$ cat config.mk
export PLATFORM = sky130hd
export DESIGN_NAME = dmr_readout
export DESIGN_NICKNAME = d
export VERILOG_FILES = /design/src/include/dmr_pkg.sv /design/src/core/dmr_sync.sv /design/src/core/dmr_readout.sv
export SDC_FILE = /design/constraint.sdc
export NUM_CORES = 1
export LEC_CHECK = 0
export ABC_AREA = 0
export BUFFER_PORTS_ARGS = -buffer_cell sky130_fd_sc_hd__buf_2
export CAP_MARGIN = 20
export CORE_MARGIN = 4
export CORE_UTILIZATION = 60
export DETAILED_ROUTE_END_ITERATION = 12
export PLACE_DENSITY = 0.77
export SKIP_CTS_REPAIR_TIMING = 1
export SLEW_MARGIN = 30
export SYNTH_ARGS = -nofsm -noshare
export SYNTH_HDL_FRONTEND = slang
export SYNTH_SLANG_ARGS = --single-unit
$ cat constraint.sdc
create_clock -name i_core_clk -period 5.77 [get_ports i_core_clk]
set_input_delay 0.577 -clock i_core_clk [delete_from_list [all_inputs] [get_ports i_core_clk]]
set_output_delay 0.577 -clock i_core_clk [all_outputs]
set_load 0.01 [all_outputs]
$ cat src/include/dmr_pkg.sv
// Purpose: Shared constants and types of the readout register set block
// Assumes: 200 MHz core clock, command clock sampled as a plain input
// Notes: Latencies and tMOD are counted in command clock cycles
package dmr_pkg;

	// ----------------------------------------
	// Timing
	// ----------------------------------------
	localparam int unsigned CORE_CLK_MHZ = 200;
	localparam int unsigned TEMP_AGE_MS = 32;
	localparam int unsigned TEMP_UPD_CYC = TEMP_AGE_MS * CORE_CLK_MHZ * 1000;
	localparam logic [7:0] TMOD_CK = 8'h18;
	localparam int unsigned SYNC_STAGES = 2;

	// ----------------------------------------
	// Mode register numbers and field positions
	// ----------------------------------------
	localparam logic [2:0] MR_BURST = 3'h0;
	localparam logic [2:0] MR_READOUT = 3'h3;
	localparam logic [2:0] MR_PREAMBLE = 3'h4;
	localparam logic [2:0] MR_PARITY = 3'h5;
	localparam int unsigned MR3_EN_BIT = 2;
	localparam int unsigned MR3_TEMP_BIT = 5;
	localparam int unsigned MR3_FMT_LSB = 11;
	localparam int unsigned MR4_RDPRE_BIT = 11;
	localparam int unsigned A_CHOP_BIT = 12;
	localparam int unsigned A_ORDER_BIT = 2;
	localparam int unsigned TEMP_LSB = 3;

	// ----------------------------------------
	// Encodings and values after reset
	// ----------------------------------------
	localparam logic [1:0] FMT_SERIAL = 2'h0;
	localparam logic [1:0] FMT_PARALLEL = 2'h1;
	localparam logic [1:0] FMT_STAGGER = 2'h2;
	localparam logic [1:0] BL_FIXED8 = 2'h0;
	localparam logic [1:0] BL_OTF = 2'h1;
	localparam logic [1:0] BL_FIXED4 = 2'h2;
	localparam logic [1:0] RST_PAGE = 2'h0;
	localparam logic [1:0] RST_FMT = 2'h0;
	localparam logic [1:0] RST_BL = 2'h0;
	localparam logic [2:0] RST_PAR_LAT = 3'h0;
	localparam logic [1:0] RST_TEMP = 2'h1;
	localparam logic [7:0] PAT_LOC0 = 8'h55;
	localparam logic [7:0] PAT_LOC1 = 8'h33;
	localparam logic [7:0] PAT_LOC2 = 8'h0f;
	localparam logic [7:0] PAT_LOC3 = 8'h00;
	localparam logic [7:0] RESERVED_VALUE = 8'h00;
	localparam logic [7:0] LOC2_DONTCARE_MASK = 8'hfd;
	localparam int unsigned SLOT_BITS = 6;
	localparam int unsigned SLOTS = 64;

	// ----------------------------------------
	// Types
	// ----------------------------------------
	typedef struct packed {
		logic mrs;
		logic rd;
		logic [1:0] bg;
		logic [1:0] ba;
		logic [17:0] addr;
	} dmr_cmd_s;

	typedef struct packed {
		logic valid;
		logic chop;
		logic order;
		logic [7:0] word;
	} dmr_slot_s;

endpackage : dmr_pkg

$ cat src/core/dmr_sync.sv
// Purpose: Two flip-flop synchroniser for pins from another clock domain
// Assumes: Bits of the bus are stable around the sampling point
// Notes: Only the second stage may be read
`timescale 1ns/1ps
module dmr_sync #(
	parameter int unsigned W = 1
) (
	input wire logic i_core_clk,
	input wire logic i_rstn,
	input wire logic [W-1:0] i_async,
	output logic [W-1:0] o_sync
);
	logic [W-1:0] meta_q;

	always_ff @(posedge i_core_clk or negedge i_rstn) begin
		if (!i_rstn) begin
			meta_q <= '0;
			o_sync <= '0;
		end else begin
			meta_q <= i_async;
			o_sync <= meta_q;
		end
	end
endmodule : dmr_sync

$ cat src/core/dmr_readout.sv
// Purpose: Readout register set mode of a DRAM: mode entry, reads, bursts
// Assumes: Command pins are decoded strobes held across the command clock rise
// Notes: Two data beats per command clock, on its rising and falling edge
`timescale 1ns/1ps

// Overview of operation
// RULE1: Temperature status refreshed while enable bit set
// RULE2: Temperature status never older than 32 ms
// RULE3: Temperature status frozen while enable bit clear
// RULE4: Error log readable only after mode entry
// RULE5: Controller ignores unused logged address bit
// RULE6: Location 3 low bits show parity latency
// RULE7: Strobes driven with data, preamble honoured
// RULE8: Page 0 reads may use short spacing
// RULE9: Pages 1-3 reads need long spacing
// RULE10: Controller locks DLL, precharges, waits tRP
// RULE11: Entry write sets enable, format, page
// RULE12: Controller waits tMRD and tMOD before reads
// RULE13: Reads return location chosen by bank bits
// RULE14: Fixed length 8 or chop 4 only
// RULE15: Controller sets chop bit high on OTF
// RULE16: Address bit 2 selects burst order
// RULE17: Controller drives address bits 1:0 zero
// RULE18: Other address inputs are ignored
// RULE19: Burst starts read latency after read
// RULE20: Controller waits exit recovery before exit
// RULE21: Exit write clears enable; ready after tMOD
// RULE22: Serial format: same pattern every lane
// RULE23: Parallel format: first beat repeats, location 0
// RULE24: Reserved page returns fixed zeros
module dmr_readout #(
	parameter int unsigned TEMP_UPD_CYC = dmr_pkg::TEMP_UPD_CYC
) (
	input wire logic i_core_clk,
	input wire logic i_rstn,
	input wire logic i_ck,
	input wire logic i_cmd_mrs,
	input wire logic i_cmd_rd,
	input wire logic [1:0] i_bg,
	input wire logic [1:0] i_ba,
	input wire logic [17:0] i_addr,
	input wire logic [5:0] i_cas_latency,
	input wire logic [5:0] i_add_latency,
	input wire logic [1:0] i_temp_rate,
	input wire logic [25:0] i_ca_err_log,
	input wire logic [31:0] i_mr_readout,
	output logic [7:0] o_dq,
	output logic o_dq_oe,
	output logic o_dqs,
	output logic o_dqs_oe,
	output logic o_mode_active,
	output logic [1:0] o_page,
	output logic [1:0] o_format,
	output logic [1:0] o_temp_status,
	output logic o_core_ready,
	output logic o_illegal_rd
);
	typedef struct packed {
		logic ck_prev;
		logic mode_en;
		logic [1:0] page;
		logic [1:0] fmt;
		logic temp_en;
		logic [1:0] bl_mode;
		logic [2:0] par_lat;
		logic rd_pre2;
		logic [1:0] temp_stat;
		logic [22:0] temp_cnt;
		logic [5:0] ck_cnt;
		dmr_pkg::dmr_slot_s [dmr_pkg::SLOTS-1:0] slots;
		logic busy;
		logic [2:0] beat;
		dmr_pkg::dmr_slot_s cur;
		logic [7:0] tmod_cnt;
		logic core_ready;
		logic [7:0] dq;
		logic dq_oe;
		logic dqs;
		logic dqs_oe;
		logic illegal;
	} dmr_state_s;

	dmr_state_s st_q;
	dmr_state_s st_d;
	dmr_pkg::dmr_cmd_s cmd_raw;
	dmr_pkg::dmr_cmd_s cmd_s;
	logic ck_s;

	// ----------------------------------------
	// Pin synchronisers
	// ----------------------------------------
	assign cmd_raw = '{mrs: i_cmd_mrs, rd: i_cmd_rd, bg: i_bg, ba: i_ba, addr: i_addr};

	dmr_sync #(.W(1)) u_ck_sync (
		.i_core_clk(i_core_clk),
		.i_rstn(i_rstn),
		.i_async(i_ck),
		.o_sync(ck_s)
	);

	dmr_sync #(.W($bits(dmr_pkg::dmr_cmd_s))) u_cmd_sync (
		.i_core_clk(i_core_clk),
		.i_rstn(i_rstn),
		.i_async(cmd_raw),
		.o_sync(cmd_s)
	);

	// ----------------------------------------
	// Location contents
	// ----------------------------------------
	function automatic logic [7:0] loc_word(input logic [1:0] page, input logic [1:0] loc,
			input logic [1:0] temp, input logic [2:0] par_lat);
		logic [7:0] w;
		w = dmr_pkg::RESERVED_VALUE; // [RULE24]
		unique case (page)
			2'h0: begin
				unique case (loc)
					2'h0: w = dmr_pkg::PAT_LOC0;
					2'h1: w = dmr_pkg::PAT_LOC1;
					2'h2: w = dmr_pkg::PAT_LOC2;
					2'h3: w = dmr_pkg::PAT_LOC3;
				endcase
			end
			2'h1: begin
				unique case (loc)
					2'h0: w = i_ca_err_log[7:0];
					2'h1: w = i_ca_err_log[15:8];
					2'h2: w = i_ca_err_log[23:16] & dmr_pkg::LOC2_DONTCARE_MASK; // [RULE5]
					2'h3: w = {i_ca_err_log[25:24], 3'h0, par_lat}; // [RULE6]
				endcase
			end
			2'h2: begin
				unique case (loc)
					2'h0: w = {i_mr_readout[7:5], temp, i_mr_readout[2:0]};
					2'h1: w = i_mr_readout[15:8];
					2'h2: w = i_mr_readout[23:16];
					2'h3: w = i_mr_readout[31:24];
				endcase
			end
			2'h3: w = dmr_pkg::RESERVED_VALUE; // [RULE24]
		endcase
		return w;
	endfunction : loc_word

	// ----------------------------------------
	// Next state
	// ----------------------------------------
	always_comb begin
		logic rise;
		logic fall;
		logic [6:0] rl;
		logic [5:0] idx;
		logic [1:0] loc;
		logic [2:0] mr;
		logic [2:0] ui;
		logic pre;
		dmr_pkg::dmr_slot_s now;
		rise = 1'b0;
		fall = 1'b0;
		rl = 7'h0;
		idx = 6'h0;
		loc = 2'h0;
		mr = 3'h0;
		ui = 3'h0;
		pre = 1'b0;
		now = '0;
		st_d = st_q;
		rise = ck_s & ~st_q.ck_prev;
		fall = ~ck_s & st_q.ck_prev;
		st_d.ck_prev = ck_s;
		st_d.illegal = 1'b0;

		// Temperature sensor status sampling
		if (st_q.temp_en) begin // [RULE1]
			if (st_q.temp_cnt == 23'h0) begin
				st_d.temp_stat = i_temp_rate; // [RULE1]
				st_d.temp_cnt = 23'(TEMP_UPD_CYC - 1); // [RULE2]
			end else begin
				st_d.temp_cnt = st_q.temp_cnt - 23'h1;
			end
		end else begin
			st_d.temp_cnt = 23'h0; // [RULE3]
		end

		if (rise) begin
			// Mode register writes; bank group bit 0 and bank bits pick the register
			mr = {cmd_s.bg[0], cmd_s.ba};
			if (cmd_s.mrs) begin
				unique case (mr)
					dmr_pkg::MR_BURST: st_d.bl_mode = cmd_s.addr[1:0];
					dmr_pkg::MR_READOUT: begin
						st_d.mode_en = cmd_s.addr[dmr_pkg::MR3_EN_BIT]; // [RULE11] [RULE21]
						st_d.page = cmd_s.addr[1:0]; // [RULE11]
						st_d.fmt = cmd_s.addr[dmr_pkg::MR3_FMT_LSB+:2]; // [RULE11]
						st_d.temp_en = cmd_s.addr[dmr_pkg::MR3_TEMP_BIT]; // [RULE1] [RULE3]
						st_d.core_ready = 1'b0;
						st_d.tmod_cnt = dmr_pkg::TMOD_CK; // [RULE21]
					end
					dmr_pkg::MR_PREAMBLE: st_d.rd_pre2 = cmd_s.addr[dmr_pkg::MR4_RDPRE_BIT];
					dmr_pkg::MR_PARITY: st_d.par_lat = cmd_s.addr[2:0]; // [RULE6]
					default: begin
					end
				endcase
			end else if (st_q.tmod_cnt != 8'h0) begin
				st_d.tmod_cnt = st_q.tmod_cnt - 8'h1;
				st_d.core_ready = (st_q.tmod_cnt == 8'h1) && !st_q.mode_en; // [RULE21]
			end

			// Readout read: only bank bits, chop bit and address bit 2 are used
			if (cmd_s.rd && st_q.mode_en) begin // [RULE4] [RULE13] [RULE18]
				loc = cmd_s.ba; // [RULE13]
				if (st_q.fmt == dmr_pkg::FMT_PARALLEL && loc != 2'h0) begin
					st_d.illegal = 1'b1; // [RULE23]
					loc = 2'h0; // [RULE23]
				end
				rl = 7'(i_add_latency) + 7'(i_cas_latency); // [RULE19]
				idx = st_q.ck_cnt + rl[5:0]; // [RULE19]
				st_d.slots[idx].valid = 1'b1;
				st_d.slots[idx].order = cmd_s.addr[dmr_pkg::A_ORDER_BIT]; // [RULE16]
				st_d.slots[idx].chop = (st_q.bl_mode == dmr_pkg::BL_FIXED4) ||
					(st_q.bl_mode == dmr_pkg::BL_OTF && !cmd_s.addr[dmr_pkg::A_CHOP_BIT]); // [RULE14]
				st_d.slots[idx].word = loc_word(st_q.page, loc, st_q.temp_stat, st_q.par_lat);
			end

			now = st_q.slots[st_q.ck_cnt];
			st_d.slots[st_q.ck_cnt].valid = 1'b0;
			st_d.ck_cnt = st_q.ck_cnt + 6'h1;
		end

		// Burst sequencing, one beat per command clock edge
		if (rise || fall) begin
			if (now.valid) begin // [RULE19]
				st_d.busy = 1'b1;
				st_d.beat = 3'h0;
				st_d.cur = now;
			end else if (st_q.busy && st_q.beat != 3'h7) begin
				st_d.beat = st_q.beat + 3'h1;
			end else begin
				st_d.busy = 1'b0;
			end
			if (rise) begin
				pre = st_q.slots[6'(st_q.ck_cnt + 6'h1)].valid |
					(st_q.rd_pre2 & st_q.slots[6'(st_q.ck_cnt + 6'h2)].valid);
			end else begin
				pre = st_q.slots[st_q.ck_cnt].valid |
					(st_q.rd_pre2 & st_q.slots[6'(st_q.ck_cnt + 6'h1)].valid);
			end
			ui = st_d.beat ^ {st_d.cur.order, 2'h0}; // [RULE16]
			if (st_d.busy) begin
				if (st_d.fmt == dmr_pkg::FMT_PARALLEL) begin
					st_d.dq = {<<{st_d.cur.word}}; // [RULE23]
				end else begin
					st_d.dq = {8{st_d.cur.word[3'h7 - ui]}}; // [RULE22]
				end
				st_d.dq_oe = !(st_d.cur.chop && st_d.beat[2]); // [RULE14]
				st_d.dqs_oe = st_d.dq_oe; // [RULE7]
				st_d.dqs = ~st_d.beat[0]; // [RULE7]
			end else begin
				st_d.dq = 8'h00;
				st_d.dq_oe = 1'b0;
				st_d.dqs = 1'b0;
				st_d.dqs_oe = pre; // [RULE7]
			end
		end
	end

	// ----------------------------------------
	// State register
	// ----------------------------------------
	always_ff @(posedge i_core_clk or negedge i_rstn) begin
		if (!i_rstn) begin
			st_q <= '0;
			st_q.page <= dmr_pkg::RST_PAGE;
			st_q.fmt <= dmr_pkg::RST_FMT;
			st_q.bl_mode <= dmr_pkg::RST_BL;
			st_q.par_lat <= dmr_pkg::RST_PAR_LAT;
			st_q.temp_stat <= dmr_pkg::RST_TEMP;
			st_q.core_ready <= 1'b1;
		end else begin
			st_q <= st_d;
		end
	end

	assign o_dq = st_q.dq;
	assign o_dq_oe = st_q.dq_oe;
	assign o_dqs = st_q.dqs;
	assign o_dqs_oe = st_q.dqs_oe;
	assign o_mode_active = st_q.mode_en;
	assign o_page = st_q.page;
	assign o_format = st_q.fmt;
	assign o_temp_status = st_q.temp_stat;
	assign o_core_ready = st_q.core_ready;
	assign o_illegal_rd = st_q.illegal;
endmodule : dmr_readout

==> impl_summary.txt, run 1 <==
----------------------------------------------------
[Global route]
  All-Layer GR Usage ... 31.1%
  Residual overflow from global routing ... 0
  Via count of the first global-routing pass ... 28,200
  Wire length of the first global-routing pass ... 161,000 um
  Number of antenna violations at the first check in global routing ... 0
  Maximum number of pins on one net before global-route repair ... 167

[Drt]
  TritonRoute pass-1 iters ... 8
  Wirelength, routed ... 103,000 um
  Wire length per cell after detailed routing ... 24.0 um
  Number of DRC markers after the initial detailed-route iteration ... 3,094
  Post-detailed-route count of antenna-violating nets ... 0
  Number of remaining DRC errors ... 0
  Routed vias ... 27,900
  Per-cell via count in the routed design ... 6.52

[Timing]
  RSZ-0062 raised after global routing ... false
  Total negative slack for setup checks ... 0 ps
  Worst hold slack ... 53.5 ps
  Period utilisation layout ... 79.7%
  Final count of pins violating max slew ... 0
  Maximum clock skew at final layout ... 19.8 ps
  F_max ... 217 MHz
  Headroom to the max-slew limit ... 27.8%
  Final setup fails ... 0
  Final Critical Period ... 4600 ps
  Hold Fails Final Rpt ... 0
  Least-Margin Pin Slew ... 1080 ps

[Placed design]
  Placer's final routability congestion estimate ... 0.963
  DP Wirelength ... 66,200 um
  Instance area at placement ... 0.0387 mm^2
  Cell Count Post-Placement ... 4,137
  Buffers added on ports ... 102

[Finish]
  Area taken by multi-input logic gates ... 0.0160 mm^2
  Final instance area ... 0.0414 mm^2
  Layout Area Growth over Synthesis ... 10.6%
  Filler cell count ... 4,322
  Ratio of cells with drive above 1 in the final layout ... 18.8%
  Final Instance Count excl. Fillers ... 4,281
  Register area ... 0.0202 mm^2
  Antenna cell count ... 0
  Final Net Count ... 3,513

[Critical path]
  Cell chain of the critical path ... fa_1 > ha_1 > fa_1 > a21o_1 > a21oi_1 > xor2_1 > nor3_1 > nand2_1 > nand2_1 > o21ai_0
  Beginning of the critical path ... st_q[740]
  Startpoint Class ... flip-flop
  Max FO, Critical Path ... 19
  Required time worst endpoint ... 6240 ps
  Endpoint arrival time on the critical path ... 5070 ps
  Critical register-to-register path endpoint ... st_q[139]
  Max stage delay cell, worst path ... sky130_fd_sc_hd__nor3_1
  Worst Reg2Reg Path Length in Cells ... 10
  Worst reg-to-reg setup slack ... 1170 ps
  Worst setup EP type ... flip-flop
  RR Startpoint ... st_q[740]
  Critical Path Max Stage Delay ... 740 ps
  Critical setup path kind ... flip-flop to flip-flop

[Yosys]
  Fraction of the mapped netlist area in compound gates ... 12.4%
  Most frequent cell after synthesis ... sky130_fd_sc_hd__dfrtp_1
  Share of synthesized cell area in full adder, half adder and majority cells ... 1.02%
  Post-synthesis simple-gate area fraction ... 10.9%
  Number of enable flip-flop cells after synthesis ... 0
  Most frequent cells after synthesis ... sky130_fd_sc_hd__dfrtp_1, sky130_fd_sc_hd__nand2_1, sky130_fd_sc_hd__o21ai_0
  Post-synthesis net count ... 3,518
  Leading post-synthesis cells by cell area ... sky130_fd_sc_hd__dfrtp_1, sky130_fd_sc_hd__mux4_2, sky130_fd_sc_hd__o21ai_0
  Primary FF master, synth ... sky130_fd_sc_hd__dfrtp_1
  Sequential-to-total area share from yosys stat ... 53.9%
  Count of unique library cells instantiated by Yosys ... 63
  Largest family of logic cells by synthesized area ... multiplexers
  Register bit count reported by yosys ... 807
  Area share of the leading cell type in the synthesized netlist ... 53.7%
  Post-Synthesis Mean Instance Area ... 11.1 um^2
  Biggest area consumer among synthesized cells ... sky130_fd_sc_hd__dfrtp_1
  XOR/XNOR Fraction of Synth Area ... 1.12%
  Proportion of synthesized flip-flops having asynchronous set or reset ... 100%
  Number of instances in the synthesized netlist ... 3,392
  Warnings, synthesis ... 0
  Portion of netlist area occupied by mux cells ... 16.9%
  Post-synthesis cell area ... 0.0375 mm^2

[Die]
  Total Die Area ... 0.0665 mm^2
  Initial cell density of the core ... 60.6%
  Number of ports placed on the die boundary ... 119
  Die Height ... 258 um
  Die Wd ... 258 um
  Row cnt ... 91
  Core Area ... 0.0618 mm^2

[Clocking]
  Longest Clk Path Bufs ... 3
  Maximum level of the CTS H-tree ... 3
  Number of clock buffers inserted by TritonCTS ... 83
  Clock latency of the later-clocked register in the worst-skew pair ... 640 ps
  Clock tree from TritonCTS ... built
  CTS root buffer ... sky130_fd_sc_hd__clkbuf_16
  Clock transition at the registers of the reported paths ... 60 ps
  Num Clock Sinks ... 807

[Pwr]
  Sequential share of power ... 38.0%
  Ratio of total power to cell area ... 428 mW/mm^2
  Combinational group share of total power ... 32.0%
  Net Switching ... 6.24 mW
  Overall power after layout ... 17.7 mW
  Internal power ... 11.5 mW
  Clock group share of total power ... 29.9%
  Net switching share of the total power ... 35.2%
  Peak supply drop ... 0.397 mV
  Reported leakage power ... 18.5 nW

[Min path]
  Hold Path Sink ... u_cmd_sync.meta_q[11]
  Worst Min Path Start ... i_addr[11]
  Hold crit path type ... primary input to flip-flop
  Worst hold stages ... 1

[Outcome]
  Run status ... complete, no violations

[Flow run]
  Number of maximum-capacitance constraint violations ... 0

----------------------------------------------------
[placed cells by master (no fill, tap or decap), types with 61 or more instances in the layout]
cell type,instances
sky130_fd_sc_hd__a21oi_1,236
sky130_fd_sc_hd__mux4_2,216
sky130_fd_sc_hd__mux2_2,73
sky130_fd_sc_hd__mux2i_1,61
sky130_fd_sc_hd__nor2_1,284
sky130_fd_sc_hd__buf_2,101
sky130_fd_sc_hd__buf_4,90
sky130_fd_sc_hd__o21ai_0,429
sky130_fd_sc_hd__clkbuf_16,85
sky130_fd_sc_hd__dfrtp_1,801
sky130_fd_sc_hd__nand2_1,541
[routing by layer]
layer / vias up / track usage (%) / share of wire (%)
li1: 12000 / - / -
met1: 14100 / 41.4 / 38
met2: 1505 / 48.6 / 47
met3: 348 / 7.39 / 9.8
met4: 0 / 15.8 / 5.6
met5: - / 0 / 0
[worst max-delay path by stage]
stage,cells after the start,slack (ps),end
final,10,1170,st_q[139]
after global routing,10,920,st_q[136]
after CTS,9,1160,st_q[88]
after detailed placement,12,950,st_q[88]
after global placement,8,1060,st_q[21]
after floorplan,16,1700,st_q[191]
[flip-flops by register name, summed over array words and instances (netlist names), 2 cells and up]
| register | count |
|---|---|
| o_temp_status | 2 |
| st_q | 763 |
| u_cmd_sync.o_sync | 11 |
| u_cmd_sync.meta_q | 11 |
| o_dq | 8 |
| o_format | 2 |
| o_page | 2 |
[per-stage QoR]
stage	util, %	setup slack (ps)
3_3_place_gp	62.6	1060
4_1_cts	66.9	1160
3_5_place_dp	62.6	948
2_1_floorplan	-	1700
6_report	67.0	1170
5_1_grt	67.0	916
[critical path: cells and delay by family, from the launching register on]
kind / cells / cell delay (ps)
xor gates and xnor gates: 1 / 300
adders and majority gates: 3 / 1180
DFF: 1 / 620
and+or+nand+nor: 3 / 1740
AOI/OAI and AO/OA: 3 / 580
[cell families after synthesis]
kind of cell,count (synthesis)
adders and majority gates,27
AOI/OAI and AO/OA,830
buffers and inverters,345
and+or+nand+nor,983
DFF,807
muxes,352
xor gates and xnor gates,48
[area by class of cell]
type,instances,area share [%]
Sequential cell,807,48.8
Clock inverter,20,0.528
Inverter,55,0.501
Clock buffer,122,5.93
Tap cell,837,2.53
Timing Repair Buffer,200,3.25
Multi-Input combinational cell,2240,38.5
[power by group through the flow]
| stage | sequential (mW) | combinational [mW] | clock (mW) |
|---|---|---|---|
| 6_report | 6.74 | 5.68 | 5.31 |
| 5_1_grt | 6.80 | 6.05 | 5.62 |
| 4_1_cts | 6.72 | 5.57 | 5.36 |
| 3_5_place_dp | 6.82 | 5.52 | 0 |
| 3_3_place_gp | 6.76 | 5.35 | 0 |
| 2_1_floorplan | 6.64 | 4.11 | 0 |
No activity file was read; power rests on OpenSTA's default activity.
==> run 2, diff against run 1 <==
==> constraint.sdc (replaced) <==
create_clock -name i_core_clk -period 4.5 [get_ports i_core_clk]
set_input_delay 0.45 -clock i_core_clk [delete_from_list [all_inputs] [get_ports i_core_clk]]
set_output_delay 0.45 -clock i_core_clk [all_outputs]
set_load 0.01 [all_outputs]
==> run 2 against run 1 <==
Total power up 31%; critical endpoint is now st_q[490]; via count up 0.96%; cell count up 1.3%; combinational power up 30%; core utilization up 0.91 points; critical path depth up 4.
==> impl_summary.txt, run 2 (synthesis results as in run 1) <==
----------------------------------------------------
[Clocking]
  Maximum level of the CTS H-tree ... 3
  CTS root buffer ... sky130_fd_sc_hd__clkbuf_16
  Number of clock buffers inserted by TritonCTS ... 82
  Clock latency of the later-clocked register in the worst-skew pair ... 630 ps
  Clock tree from TritonCTS ... built
  Longest Clk Path Bufs ... 3
  Clock transition at the registers of the reported paths ... 60 ps
  Num Clock Sinks ... 807

[Drt]
  Post-detailed-route count of antenna-violating nets ... 0
  Per-cell via count in the routed design ... 6.50
  Wirelength, routed ... 103,000 um
  Wire length per cell after detailed routing ... 23.9 um
  Number of DRC markers after the initial detailed-route iteration ... 3,359
  Number of remaining DRC errors ... 0
  TritonRoute pass-1 iters ... 6
  Routed vias ... 28,200

[Timing]
  Least-Margin Pin Slew ... 897 ps
  Final count of pins violating max slew ... 0
  Total negative slack for setup checks ... 0 ps
  Headroom to the max-slew limit ... 40.2%
  Hold Fails Final Rpt ... 0
  Final setup fails ... 0
  RSZ-0062 raised after global routing ... false
  Final Critical Period ... 4340 ps
  Period utilisation layout ... 96.4%
  Maximum clock skew at final layout ... 17.7 ps
  F_max ... 231 MHz

[Finish]
  Final Net Count ... 3,558
  Final instance area ... 0.0420 mm^2
  Commonest cells after routing, fill and taps aside ... sky130_fd_sc_hd__dfrtp_1, sky130_fd_sc_hd__nand2_1, sky130_fd_sc_hd__o21ai_0
  Top register by number of flip-flops ... st_q
  Most frequent standard cell in the layout excluding fill and tap cells ... sky130_fd_sc_hd__dfrtp_1
  Regs by FF count ... st_q (763), u_cmd_sync.meta_q (11), u_cmd_sync.o_sync (11)
  Layout Area Growth over Synthesis ... 12.1%
  Largest register FFs ... 763
  Core occupancy in the finished layout ... 67.9%
  Ratio of cells with drive above 1 in the final layout ... 19.6%

[Die]
  Total Die Area ... 0.0665 mm^2
  Core Area ... 0.0618 mm^2
  Initial cell density of the core ... 60.6%
  Die Wd ... 258 um
  Number of ports placed on the die boundary ... 119
  Die Height ... 258 um
  Row cnt ... 91

[Placed design]
  Buffers added on ports ... 102
  Placer's final routability congestion estimate ... 1.00
  DP Wirelength ... 68,300 um
  Instance area at placement ... 0.0390 mm^2

[Critical path]
  Max FO, Critical Path ... 14
  Worst reg-to-reg setup slack ... 160 ps
  Startpoint Class ... flip-flop
  Max stage delay cell, worst path ... sky130_fd_sc_hd__dfrtp_4
  Cell chain of the critical path ... inv_1 > fa_1 > inv_1 > ha_1 > fa_1 > a21o_1 > a21oi_1 > xnor2_1 > buf_4 > nor3_2 > nand2_1 > buf_4 > nand2_1 > o21ai_0
  Required time worst endpoint ... 4970 ps
  Worst Reg2Reg Path Length in Cells ... 14
  Critical register-to-register path endpoint ... st_q[490]
  CP endpoint ... st_q[490]
  Critical setup path kind ... flip-flop to flip-flop
  Worst setup EP type ... flip-flop
  Critical Path Max Stage Delay ... 580 ps
  Endpoint arrival time on the critical path ... 4800 ps
  Beginning of the critical path ... st_q[741]
  RR Startpoint ... st_q[741]

[Outcome]
  Run status ... complete, no violations

[Min path]
  Worst Min Path Start ... i_temp_rate[0]
  Hold crit path type ... primary input to flip-flop

[Flow run]
  Number of maximum-capacitance constraint violations ... 0

[Global route]
  Residual overflow from global routing ... 0
  Via count of the first global-routing pass ... 28,600
  Number of antenna violations at the first check in global routing ... 1
  All-Layer GR Usage ... 31.2%
  Maximum number of pins on one net before global-route repair ... 137
  Wire length of the first global-routing pass ... 162,000 um

[Pwr]
  Peak supply drop ... 0.531 mV
  Ratio of total power to cell area ... 552 mW/mm^2
  Reported leakage power ... 18.9 nW

----------------------------------------------------
==> run 2: cell types whose count changed in the layout (fill, tap and decap cells not counted), moves of 3 or more <==
cell,delta
sky130_fd_sc_hd__clkinv_2,+6
sky130_fd_sc_hd__buf_4,+30
sky130_fd_sc_hd__bufinv_16,+6
sky130_fd_sc_hd__clkbuf_1,-3
sky130_fd_sc_hd__nor2_1,+11
sky130_fd_sc_hd__nor2_2,-11
sky130_fd_sc_hd__buf_12,+6
sky130_fd_sc_hd__clkbuf_8,-3
sky130_fd_sc_hd__dlygate4sd3_1,+12
==> run 2: metal layers <==
metal	GRT usage (%)	share of wire [%]	vias up
met5	0	0	-
met4	15.4	5.3	0
met3	7.05	9.6	362
met2	49.6	48	1574
met1	41.1	37	14200
li1	-	-	12100
==> run 2: layout make-up <==
class | instances | area (um^2)
Antenna cell | 1 | 2.50
Clock buffer | 114 | 2350
Clock inverter | 36 | 482
Fill cell | 4260 | 19800
Inverter | 55 | 208
Multi-Input combinational cell | 2240 | 15900
Sequential cell | 807 | 20200
Tap cell | 837 | 1050
Timing Repair Buffer | 246 | 1770
==> run 2: worst max-delay path, delay by kind of cell (launching register included) <==
| kind | cells | cell delay [ps] |
|---|---|---|
| compound gates | 3 | 670 |
| xor+xnor | 1 | 230 |
| fa+ha+maj | 3 | 1220 |
| buf+inv | 4 | 690 |
| flops | 1 | 580 |
| simple gates | 3 | 780 |
==> run 2: where the power goes <==
part           internal [mW]  switching (mW)  total (mW)
logic                   2.82            4.57        7.39
clock network           4.25            2.88        7.13
registers               8.04           0.632        8.67
total                   15.1            8.08        23.2
==> run 2: worst min-delay path by stage <==
| stage | end | cells after the start |
|---|---|---|
| 3_3_place_gp | u_cmd_sync.o_sync[22] | 0 |
| 3_5_place_dp | u_ck_sync.o_sync | 0 |
| 4_1_cts | st_q[764] | 1 |
| 5_1_grt | o_temp_status[1] | 2 |
| 6_report | o_temp_status[0] | 2 |
| 2_1_floorplan | o_dq[0] | 0 |
==> run 2: per-stage QoR <==
step                cells  setup WS, ps  hold WS [ps]  power (mW)
floorplan            3392           431           154        13.8
global placement     4172           245           334        15.7
detailed placement   4172           163           340        16.0
CTS                  4322           143          -137        23.1
global route         4335          27.4          56.4        24.1
finish               4336           164          61.8        23.2
